[src/rtl/spm_params.svh]
/*
  Constants for the four-select serial master: word addresses, field
  positions and reset values. Assumes inclusion by bare name only.
*/
`ifndef SPM_PARAMS_SVH
`define SPM_PARAMS_SVH
// Word addresses of the ten registers
`define SPM_ADDR_DIVIDER   16'h3000
`define SPM_ADDR_CLKCTRL   16'h3001
`define SPM_ADDR_CFG_LOW   16'h3002
`define SPM_ADDR_CFG_HIGH  16'h3003
`define SPM_ADDR_CMD_LOW   16'h3004
`define SPM_ADDR_CMD_HIGH  16'h3005
`define SPM_ADDR_STAT_LOW  16'h3006
`define SPM_ADDR_STAT_HIGH 16'h3007
`define SPM_ADDR_DATA_LOW  16'h3008
`define SPM_ADDR_DATA_HIGH 16'h3009
// Reset values
`define SPM_RESET_WORD     16'h0000
`define SPM_RESET_DIVIDER  16'h0001
// Field positions
`define SPM_CLK_ENABLE_BIT 15
`define SPM_LOOPBACK_BIT   15
`define SPM_IRQ_ENABLE_BIT 14
`define SPM_START_BIT      0
`define SPM_SEL_LSB        2
`define SPM_LEN_LSB        4
`define SPM_BUSY_BIT       0
`define SPM_CHARDONE_BIT   1
`define SPM_FRAMEDONE_BIT  2
// Per-select config layout in config_low, four bits per select
`define SPM_CFG_POL_IDX    2'h0
`define SPM_CFG_PHASE_IDX  2'h1
`define SPM_CFG_CSHI_IDX   2'h2
`endif

[src/rtl/spm_pkg.sv]
/*
  Types for the four-select serial master.
  Assumes nothing beyond a SystemVerilog compiler.
*/
`default_nettype none
package spm_pkg;
  // Sequencer states
  typedef enum logic [1:0] {
    SPM_IDLE,
    SPM_DELAY,
    SPM_SHIFT
  } spm_state_type;
endpackage
`default_nettype wire

[src/rtl/spm_master.sv]
/*
  Four-select serial master: register port, clock divider, character
  sequencer and shift engine. Assumes one 50 MHz clock, a synchronous
  active-high reset, and a CPU that moves every character itself.
*/
// Strobed register access was left to the implementer.
`include "spm_params.svh"
`default_nettype none

module spm_master
  import spm_pkg::*;
(
  // Clock and reset
  input wire logic clock,
  input wire logic reset,
  // Register port
  input wire logic [15:0] regAddr,
  input wire logic [15:0] regWriteData,
  input wire logic regWrite,
  input wire logic regRead,
  output logic [15:0] regReadData,
  // Serial link
  output logic serialClock,
  output logic [3:0] slaveSelectN,
  output logic serialOut,
  input wire logic serialIn,
  // Event output
  output logic charIrq
);

  // Software-visible registers
  logic [15:0] divider_q;   // Half-period minus one, in system clocks
  logic [15:0] clkCtrl_q;   // Divider enable
  logic [15:0] cfgLow_q;    // Per-select polarity, phase, select level
  logic [15:0] cfgHigh_q;   // Per-select delay, loopback
  logic [15:0] cmdLow_q;    // Frame length minus one, interrupt enable
  logic [15:0] cmdHigh_q;   // Last command written
  logic [31:0] txData_q;    // Character to send
  logic [31:0] rxData_q;    // Last character received

  // Sequencer state
  spm_state_type state_q;
  logic [15:0] divCnt_q;    // Divider count within a half period
  logic [5:0] delayCnt_q;   // Half periods of select-to-data delay
  logic [4:0] bitCnt_q;     // Bits completed in this character
  logic [4:0] lenM1_q;      // Character length minus one
  logic [1:0] sel_q;        // Select in use for the current frame
  logic [11:0] charCnt_q;   // Characters done in this frame
  logic leading_q;          // Next edge is the leading edge
  logic csActive_q;         // A frame holds its select active
  logic [31:0] txShift_q;   // Left-aligned outgoing character
  logic [31:0] rxShift_q;   // Incoming bits, newest at bit 0
  logic charDone_q;         // Sticky character-complete flag
  logic frameDone_q;        // Sticky frame-complete flag

  // Input synchroniser; the first stage feeds only the second
  logic inMeta_q;
  logic inSync_q;

  // Combinational helpers
  logic tick;               // One half period of the serial clock
  logic startCmd;           // Software starts one character
  logic charEnd;            // Last trailing edge of a character
  logic frameEnd;           // That character closes the frame
  logic readStatLow;        // Status read clears sticky flags
  logic rxBit;              // Selected serial input
  logic cpol;               // Idle clock level of the select in use after this edge
  logic cpha;               // Phase of current select
  logic csNext; // Frame select state after this edge
  logic [1:0] selNext; // Select in use after this edge

  // One config bit for a given select
  function automatic logic cfgBit(input logic [15:0] cfg,
                                  input logic [1:0] sel,
                                  input logic [1:0] idx);
    cfgBit = cfg[{sel, idx}];
  endfunction

  // Place a character of lm1+1 bits at the top of the shifter
  function automatic logic [31:0] leftAlign(input logic [31:0] d,
                                            input logic [4:0] lm1);
    leftAlign = d << (5'h1F - lm1);
  endfunction

  // A new frame takes its select from the start command itself
  assign selNext = (startCmd && !csActive_q) ? regWriteData[`SPM_SEL_LSB +: 2] : sel_q;
  assign csNext = (startCmd && !csActive_q) || (csActive_q && !frameEnd);
  assign cpol = cfgBit(cfgLow_q, selNext, `SPM_CFG_POL_IDX);
  assign cpha = cfgBit(cfgLow_q, sel_q, `SPM_CFG_PHASE_IDX);
  // Loopback takes the driven output instead of the pin
  assign rxBit = cfgHigh_q[`SPM_LOOPBACK_BIT] ? serialOut : inSync_q;
  // Ticks only while a character is moving and the divider runs
  assign tick = (state_q != SPM_IDLE) && clkCtrl_q[`SPM_CLK_ENABLE_BIT]
                && (divCnt_q == divider_q);
  // Commands while busy are ignored, so a character is never cut short
  assign startCmd = regWrite && (regAddr == `SPM_ADDR_CMD_HIGH)
                    && regWriteData[`SPM_START_BIT] && (state_q == SPM_IDLE);
  assign charEnd = (state_q == SPM_SHIFT) && tick && !leading_q
                   && (bitCnt_q == lenM1_q);
  assign frameEnd = charEnd && (charCnt_q == cmdLow_q[11:0]);
  assign readStatLow = regRead && (regAddr == `SPM_ADDR_STAT_LOW);

  // Two-stage synchroniser for the serial input pin
  always_ff @(posedge clock) begin
    if (reset) begin
      inMeta_q <= 1'b0;
      inSync_q <= 1'b0;
    end else begin
      inMeta_q <= serialIn;
      inSync_q <= inMeta_q;
    end
  end

  // Register writes; the data registers accept writes even while busy
  always_ff @(posedge clock) begin
    if (reset) begin
      divider_q <= `SPM_RESET_DIVIDER;
      clkCtrl_q <= `SPM_RESET_WORD;
      cfgLow_q <= `SPM_RESET_WORD;
      cfgHigh_q <= `SPM_RESET_WORD;
      cmdLow_q <= `SPM_RESET_WORD;
      cmdHigh_q <= `SPM_RESET_WORD;
      txData_q <= 32'h0000_0000;
    end else if (regWrite) begin
      if (regAddr == `SPM_ADDR_DIVIDER) begin
        divider_q <= regWriteData;
      end else if (regAddr == `SPM_ADDR_CLKCTRL) begin
        clkCtrl_q <= regWriteData;
      end else if (regAddr == `SPM_ADDR_CFG_LOW) begin
        cfgLow_q <= regWriteData;
      end else if (regAddr == `SPM_ADDR_CFG_HIGH) begin
        cfgHigh_q <= regWriteData;
      end else if (regAddr == `SPM_ADDR_CMD_LOW) begin
        cmdLow_q <= regWriteData;
      end else if (regAddr == `SPM_ADDR_CMD_HIGH) begin
        cmdHigh_q <= regWriteData;
      end else if (regAddr == `SPM_ADDR_DATA_LOW) begin
        txData_q[15:0] <= regWriteData;
      end else if (regAddr == `SPM_ADDR_DATA_HIGH) begin
        txData_q[31:16] <= regWriteData;
      end
    end
  end

  // Read data stands in the cycle after the strobe; unmapped reads zero
  always_ff @(posedge clock) begin
    if (reset) begin
      regReadData <= 16'h0000;
    end else if (regRead) begin
      if (regAddr == `SPM_ADDR_DIVIDER) begin
        regReadData <= divider_q;
      end else if (regAddr == `SPM_ADDR_CLKCTRL) begin
        regReadData <= clkCtrl_q;
      end else if (regAddr == `SPM_ADDR_CFG_LOW) begin
        regReadData <= cfgLow_q;
      end else if (regAddr == `SPM_ADDR_CFG_HIGH) begin
        regReadData <= cfgHigh_q;
      end else if (regAddr == `SPM_ADDR_CMD_LOW) begin
        regReadData <= cmdLow_q;
      end else if (regAddr == `SPM_ADDR_CMD_HIGH) begin
        regReadData <= cmdHigh_q;
      end else if (regAddr == `SPM_ADDR_STAT_LOW) begin
        regReadData <= {13'h0000, frameDone_q, charDone_q,
                        state_q != SPM_IDLE};
      end else if (regAddr == `SPM_ADDR_STAT_HIGH) begin
        regReadData <= {4'h0, charCnt_q};
      end else if (regAddr == `SPM_ADDR_DATA_LOW) begin
        regReadData <= rxData_q[15:0];
      end else if (regAddr == `SPM_ADDR_DATA_HIGH) begin
        regReadData <= rxData_q[31:16];
      end else begin
        regReadData <= 16'h0000;
      end
    end else begin
      // Data only stand for one cycle
      regReadData <= 16'h0000;
    end
  end

  // Sticky completion flags; a new completion wins over the read clear
  always_ff @(posedge clock) begin
    if (reset) begin
      charDone_q <= 1'b0;
      frameDone_q <= 1'b0;
    end else begin
      if (charEnd) begin
        charDone_q <= 1'b1;
      end else if (readStatLow) begin
        charDone_q <= 1'b0;
      end
      if (frameEnd) begin
        frameDone_q <= 1'b1;
      end else if (readStatLow) begin
        frameDone_q <= 1'b0;
      end
    end
  end

  // Interrupt pulse per character, only when software enabled it
  always_ff @(posedge clock) begin
    if (reset) begin
      charIrq <= 1'b0;
    end else begin
      charIrq <= charEnd && cmdLow_q[`SPM_IRQ_ENABLE_BIT];
    end
  end

  // Divider count; restarts whenever idle so the first edge is exact
  always_ff @(posedge clock) begin
    if (reset) begin
      divCnt_q <= 16'h0000;
    end else if (state_q == SPM_IDLE || tick) begin
      divCnt_q <= 16'h0000;
    end else if (clkCtrl_q[`SPM_CLK_ENABLE_BIT]) begin
      divCnt_q <= divCnt_q + 16'h0001;
    end
  end

  // Sequencer: idle, select-to-data delay, shifting
  always_ff @(posedge clock) begin
    if (reset) begin
      state_q <= SPM_IDLE;
      delayCnt_q <= 6'h00;
      bitCnt_q <= 5'h00;
      lenM1_q <= 5'h00;
      leading_q <= 1'b1;
    end else begin
      case (state_q)
        SPM_IDLE: begin
          if (startCmd) begin
            lenM1_q <= regWriteData[`SPM_LEN_LSB +: 5];
            bitCnt_q <= 5'h00;
            leading_q <= 1'b1;
            // Delay applies only when the select first goes active
            if (!csActive_q && cfgHigh_q[{regWriteData[3:2], 1'b0} +: 2] != 2'h0) begin
              delayCnt_q <= {3'h0, cfgHigh_q[{regWriteData[3:2], 1'b0} +: 2], 1'b0};
              state_q <= SPM_DELAY;
            end else begin
              state_q <= SPM_SHIFT;
            end
          end
        end
        SPM_DELAY: begin
          // Two half periods per programmed clock period
          if (tick) begin
            if (delayCnt_q == 6'h01) begin
              state_q <= SPM_SHIFT;
            end
            delayCnt_q <= delayCnt_q - 6'h01;
          end
        end
        SPM_SHIFT: begin
          if (tick) begin
            leading_q <= !leading_q;
            if (!leading_q) begin
              bitCnt_q <= bitCnt_q + 5'h01;
              if (charEnd) begin
                state_q <= SPM_IDLE;
              end
            end
          end
        end
        default: begin
          state_q <= SPM_IDLE;
        end
      endcase
    end
  end

  // Frame bookkeeping: select choice and character count
  always_ff @(posedge clock) begin
    if (reset) begin
      csActive_q <= 1'b0;
      sel_q <= 2'h0;
      charCnt_q <= 12'h000;
    end else if (startCmd && !csActive_q) begin
      // Select is latched once per frame and held until it ends
      csActive_q <= 1'b1;
      sel_q <= regWriteData[`SPM_SEL_LSB +: 2];
      charCnt_q <= 12'h000;
    end else if (frameEnd) begin
      csActive_q <= 1'b0;
      charCnt_q <= 12'h000;
    end else if (charEnd) begin
      charCnt_q <= charCnt_q + 12'h001;
    end
  end

  // Shift engine; phase picks which edge launches and which samples
  always_ff @(posedge clock) begin
    if (reset) begin
      txShift_q <= 32'h0000_0000;
      rxShift_q <= 32'h0000_0000;
      rxData_q <= 32'h0000_0000;
      serialOut <= 1'b0;
    end else if (startCmd) begin
      txShift_q <= leftAlign(txData_q, regWriteData[`SPM_LEN_LSB +: 5]);
      // Stale bits would otherwise show above a short character
      rxShift_q <= 32'h0000_0000;
      // Phase 0 needs its first bit, bit length-1, before the leading edge
      serialOut <= txData_q[regWriteData[`SPM_LEN_LSB +: 5]];
    end else if (state_q == SPM_SHIFT && tick) begin
      if (leading_q) begin
        if (cpha) begin
          serialOut <= txShift_q[31];
          txShift_q <= {txShift_q[30:0], 1'b0};
        end else begin
          rxShift_q <= {rxShift_q[30:0], rxBit};
        end
      end else begin
        if (cpha) begin
          rxShift_q <= {rxShift_q[30:0], rxBit};
          if (charEnd) begin
            rxData_q <= {rxShift_q[30:0], rxBit};
          end
        end else begin
          serialOut <= txShift_q[30];
          txShift_q <= {txShift_q[30:0], 1'b0};
          if (charEnd) begin
            rxData_q <= rxShift_q;
          end
        end
      end
    end
  end

  // Serial clock: idle level when not shifting, toggled per half period
  always_ff @(posedge clock) begin
    if (reset) begin
      serialClock <= 1'b0;
    end else if (state_q != SPM_SHIFT) begin
      // Follows the select about to be used, so unrelated writes never move it
      serialClock <= cpol;
    end else if (tick) begin
      serialClock <= !serialClock;
    end
  end

  // Chip selects: only the chosen one asserts, at its own level
  // Built from next-frame state so the select leads the first clock edge
  always_ff @(posedge clock) begin
    if (reset) begin
      slaveSelectN <= 4'hF;
    end else begin
      for (int i = 0; i < 4; i++) begin
        // Low-active unless the select is set for active high
        slaveSelectN[i] <= (csNext && selNext == 2'(i))
                           == cfgLow_q[4 * i + 2];
      end
    end
  end

endmodule
`default_nettype wire

[config.mk]
export PLATFORM = sky130hd
export DESIGN_NAME = spm_master
export DESIGN_NICKNAME = d
export VERILOG_FILES = /design/src/rtl/spm_pkg.sv /design/src/rtl/spm_master.sv
export VERILOG_INCLUDE_DIRS = /design/src /design/src/rtl
export SDC_FILE = /design/constraint.sdc
export NUM_CORES = 1
export LEC_CHECK = 0
export ABC_AREA = 1
export BUFFER_PORTS_ARGS = -buffer_cell sky130_fd_sc_hd__buf_2
export CAP_MARGIN = 20
export CORE_MARGIN = 2
export CORE_UTILIZATION = 62
export DETAILED_ROUTE_END_ITERATION = 10
export GPL_TIMING_DRIVEN = 0
export PLACE_DENSITY_LB_ADDON = 0.25
export REMOVE_ABC_BUFFERS = 1
export SYNTH_ARGS = -nofsm -noshare
export SYNTH_HDL_FRONTEND = slang
export SYNTH_SLANG_ARGS = --single-unit
[constraint.sdc]
create_clock -name clock -period 2.1 [get_ports clock]
set_input_delay 0.21 -clock clock [delete_from_list [all_inputs] [get_ports clock]]
set_output_delay 0.21 -clock clock [all_outputs]
set_load 0.02 [all_outputs]
==> run_results.csv <==
group,metric,value,unit
floorplan,fp-row-count,57,
logic_synthesis,ys_top_cells_by_count,"nand2_1, a21oi_1, dfxtp_1, o21ai_0, inv_1",
timing,finClkSkew,0.0129,ns
cells_and_area,area_growth,23.2,%
global_route,grt_use_total,36.5,%
logic_synthesis,synth_ff_type,"dfxtp_1",
pwr,p_per_area,686,mW/mm^2
cts,ctsRootBufferMaster,"clkbuf_16",
cells_and_area,diodes,0,
logic_synthesis,ys_warn_count,0,
worst_setup_path,critPathRequiredTime,2.56,ns
global_route,grt_start_max_net_pins,113,
worst_setup_path,reg2regPathDepth,9,
timing,whs,0.0429,ns
timing,period_minus_slack,2.29,ns
logic_synthesis,async_flop_share,0,%
cts,clk_latency,0.57,ns
logic_synthesis,synthCells,2212,
placed_design,hpwlAfterDp,31500,um
floorplan,die_y,161,um
logic_synthesis,synth.area.top_cells,"dfxtp_1, a21oi_1, o21ai_0",
cts,path_clk_slew,0.07,ns
worst_setup_path,cp_slowest_cell,"dfxtp_1",
worst_setup_path,path_cells,"xnor2_1 > nand2_1 > nor4b_4 > buf_4 > buf_4 > nand2_8 > buf_12 > o21ai_1 > a21oi_2",
run_status,failed_checks,"setup timing",
worst_setup_path,crit_top_cell,"buf_4",
route,post_drt_wl_per_cell,20.0,um
cells_and_area,drive_gt1_share,20.1,%
floorplan,ioPinCount,60,
cts,clock_path_buffers,3,
global_route,first_global_vias,14500,
route,wirelength,52600,um
min_path,hold_class,"input port to flop",
worst_setup_path,r2r_start,"bitCnt_q[1]",
placed_design,place_congestion,0.942,
run_status,status,"finished, violations left",
worst_setup_path,r2r_end,"charCnt_q[5]",
placed_design,port_buffers,59,
logic_synthesis,synth.most_common_cell,"nand2_1",
worst_setup_path,worst-path-max-fanout,7,
worst_setup_path,cp.arrival,2.76,ns
route,first_pass_iters,6,
logic_synthesis,synth_top_cell_by_area,"dfxtp_1",
floorplan,die_x,161,um
route,ant_nets,0,
logic_synthesis,synth_top_area_share,39.5,%
cts,cts_tree,"done",
global_route,antenna_found_initial,0,
cts,cts_buffers,31,
timing,finalHoldViolations,0,
logic_synthesis,synth-edff-count,0,
worst_setup_path,end_kind,"flop",
timing,slew_viol_final,0,
timing,setup_slack,-0.194,ns
timing,rsz0062_at_grt,"true",
worst_setup_path,critical_path_class,"flop to flop",
global_route,grt_overflow,0,
global_route,grt_pass1_wl,76500,um
logic_synthesis,mappedNetlistArea,0.0153,mm^2
floorplan,initial_core_util,62.9,%
floorplan,dieArea,0.0259,mm^2
timing,slew_headroom,35.6,%
route,vias,16400,
floorplan,core,0.0242,mm^2
timing,timing.final.crit_share,109,%
worst_setup_path,rrSetupSlack,-0.19,ns
pwr,ir_drop,0.588,mV
flow_run,cap_violations,0,
logic_synthesis,synth.avg_cell_area,6.90,um^2
route,vias_per_cell,6.24,
timing,worstMarginPinSlew,0.962,ns
timing,max_freq,436,MHz
cells_and_area,fin_nets,2323,
route,drt-initial-drc-count,2322,
cts,htree_levels,1,
logic_synthesis,ys_seq_elements,301,
min_path,holdPathEnd,"delayCnt_q[5]",
pwr,finalPower,0.0129,W
logic_synthesis,seq_area_frac_synth,39.5,%
min_path,hold_start,"reset",
min_path,holdPathStages,2,
pwr,p_leak,7.09,nW
route,drcViolationCount,0,
logic_synthesis,synth.distinct_cells,56,
worst_setup_path,slowest_delay,0.47,ns
timing,setup_viol_count_final,89,
cts,clock_sinks,301,
worst_setup_path,cp-start-kind,"flop",
worst max path at each step:
| stage | from | endpoint | cells after the start |
|---|---|---|---|
| 2_1_floorplan | reset | divCnt_q[2] | 3 |
| 3_3_place_gp | reset | divCnt_q[8] | 4 |
| 3_5_place_dp | cfgLow_q[9] | txShift_q[1] | 8 |
| 4_1_cts | divider_q[11] | txShift_q[24] | 11 |
| 5_1_grt | bitCnt_q[1] | charCnt_q[5] | 9 |
| 6_report | bitCnt_q[1] | charCnt_q[5] | 9 |
sequential cells by signal, summed over array words and instances, names as in the netlist, 2 cells and up:
| signal | count |
|---|---|
| bitCnt_q | 5 |
| cfgHigh_q | 16 |
| cfgLow_q | 16 |
| charCnt_q | 12 |
| clkCtrl_q | 16 |
| cmdHigh_q | 16 |
| cmdLow_q | 16 |
| delayCnt_q | 6 |
| divCnt_q | 16 |
| divider_q | 16 |
| lenM1_q | 5 |
| regReadData | 16 |
| rxData_q | 32 |
| rxShift_q | 32 |
| sel_q | 2 |
| slaveSelectN | 4 |
| state_q | 2 |
| txData_q | 32 |
| txShift_q | 32 |
routing by layer:
layer	vias to the layer above	track usage [%]	part of all wire, %
met2	1053	59.9	46
met4	0	15.3	5.7
met5	-	0	0
met3	249	6.33	11
li1	7607	-	-
met1	7508	47.7	38
kinds of logic (layout without fill, tap and decap cells):
| logic type | count (synthesis) | count (layout) | synth area share [%] |
|---|---|---|---|
| XOR/XNOR | 44 | 44 | 2.57 |
| multiplexers | 5 | 5 | 0.336 |
| AND/OR/NAND/NOR | 740 | 749 | 21.6 |
| flip-flops | 301 | 301 | 39.5 |
| buffers and inverters | 356 | 440 | 9.25 |
| adder cells (fa/ha/maj) | 5 | 5 | 0.410 |
| AO/OA/AOI/OAI | 761 | 762 | 26.4 |
worst max-delay path, delay by kind of cell, from the launching register on:
| kind | cells | cell delay (ns) |
|---|---|---|
| AOI/OAI and AO/OA | 2 | 0.26 |
| and+or+nand+nor | 3 | 0.64 |
| buffers and inverters | 3 | 0.62 |
| xor gates and xnor gates | 1 | 0.20 |
| DFF | 1 | 0.47 |
area by class of cell:
cell class | count | area (um^2)
inverters | 222 | 917
clock buffers | 46 | 942
fillers | 1741 | 5450
well taps | 324 | 405
multi-input cells | 1565 | 8830
repair inverters | 7 | 104
clock inverters | 12 | 92.6
repair buffers | 153 | 1430
flip-flops and latches | 301 | 6080
where the power goes:
| part | internal, W | total (W) | switching, W | leakage (nW) |
|---|---|---|---|---|
| clock | 0.00321 | 0.00558 | 0.00237 | 0.524 |
| combinational | 0.000449 | 0.00154 | 0.00109 | 4.13 |
| sequential | 0.00573 | 0.00576 | 0.0000360 | 2.44 |
| total | 0.00939 | 0.0129 | 0.00350 | 7.09 |
layout by cell type, fill, tap and decap left out, drive strengths merged, types with 10 or more instances in the layout:
cell type	count
nand2	395
a211oi	34
nand4	31
o211ai	14
xnor2	19
a31oi	15
nand3	76
or2	10
xor2	25
inv	217
clkinv	19
nor2	185
o21ai	360
nor3	39
buf	141
dfxtp	301
a21oi	313
clkbuf	49
stage by stage:
| step | utilization, % | instance area, um^2 | worst slack [ns] | setup TNS [ns] | std cells |
|---|---|---|---|---|---|
| 6_report | 77.5 | 18800 | -0.194 | -4.11 | 2630 |
| 2_1_floorplan | - | 14700 | -1.18 | -150.08 | 2078 |
| 5_1_grt | 77.5 | 18800 | -0.272 | -9.62 | 2630 |
| 3_3_place_gp | 63.5 | 15400 | -4.15 | -693.45 | 2461 |
| 4_1_cts | 72.1 | 17500 | -0.0444 | -0.219 | 2578 |
| 3_5_place_dp | 64.2 | 15600 | -1.77 | -293.09 | 2469 |
what timing repair did:
item	in CTS	in global routing
setup buffers	30	46
endpoints found under the hold margin	18	0
hold buffers	9	0
pin swaps	22	45
setup endpoints to repair	294	253
cloned	12	9
gates resized for setup	101	264
(Power assumes the default switching activity.)
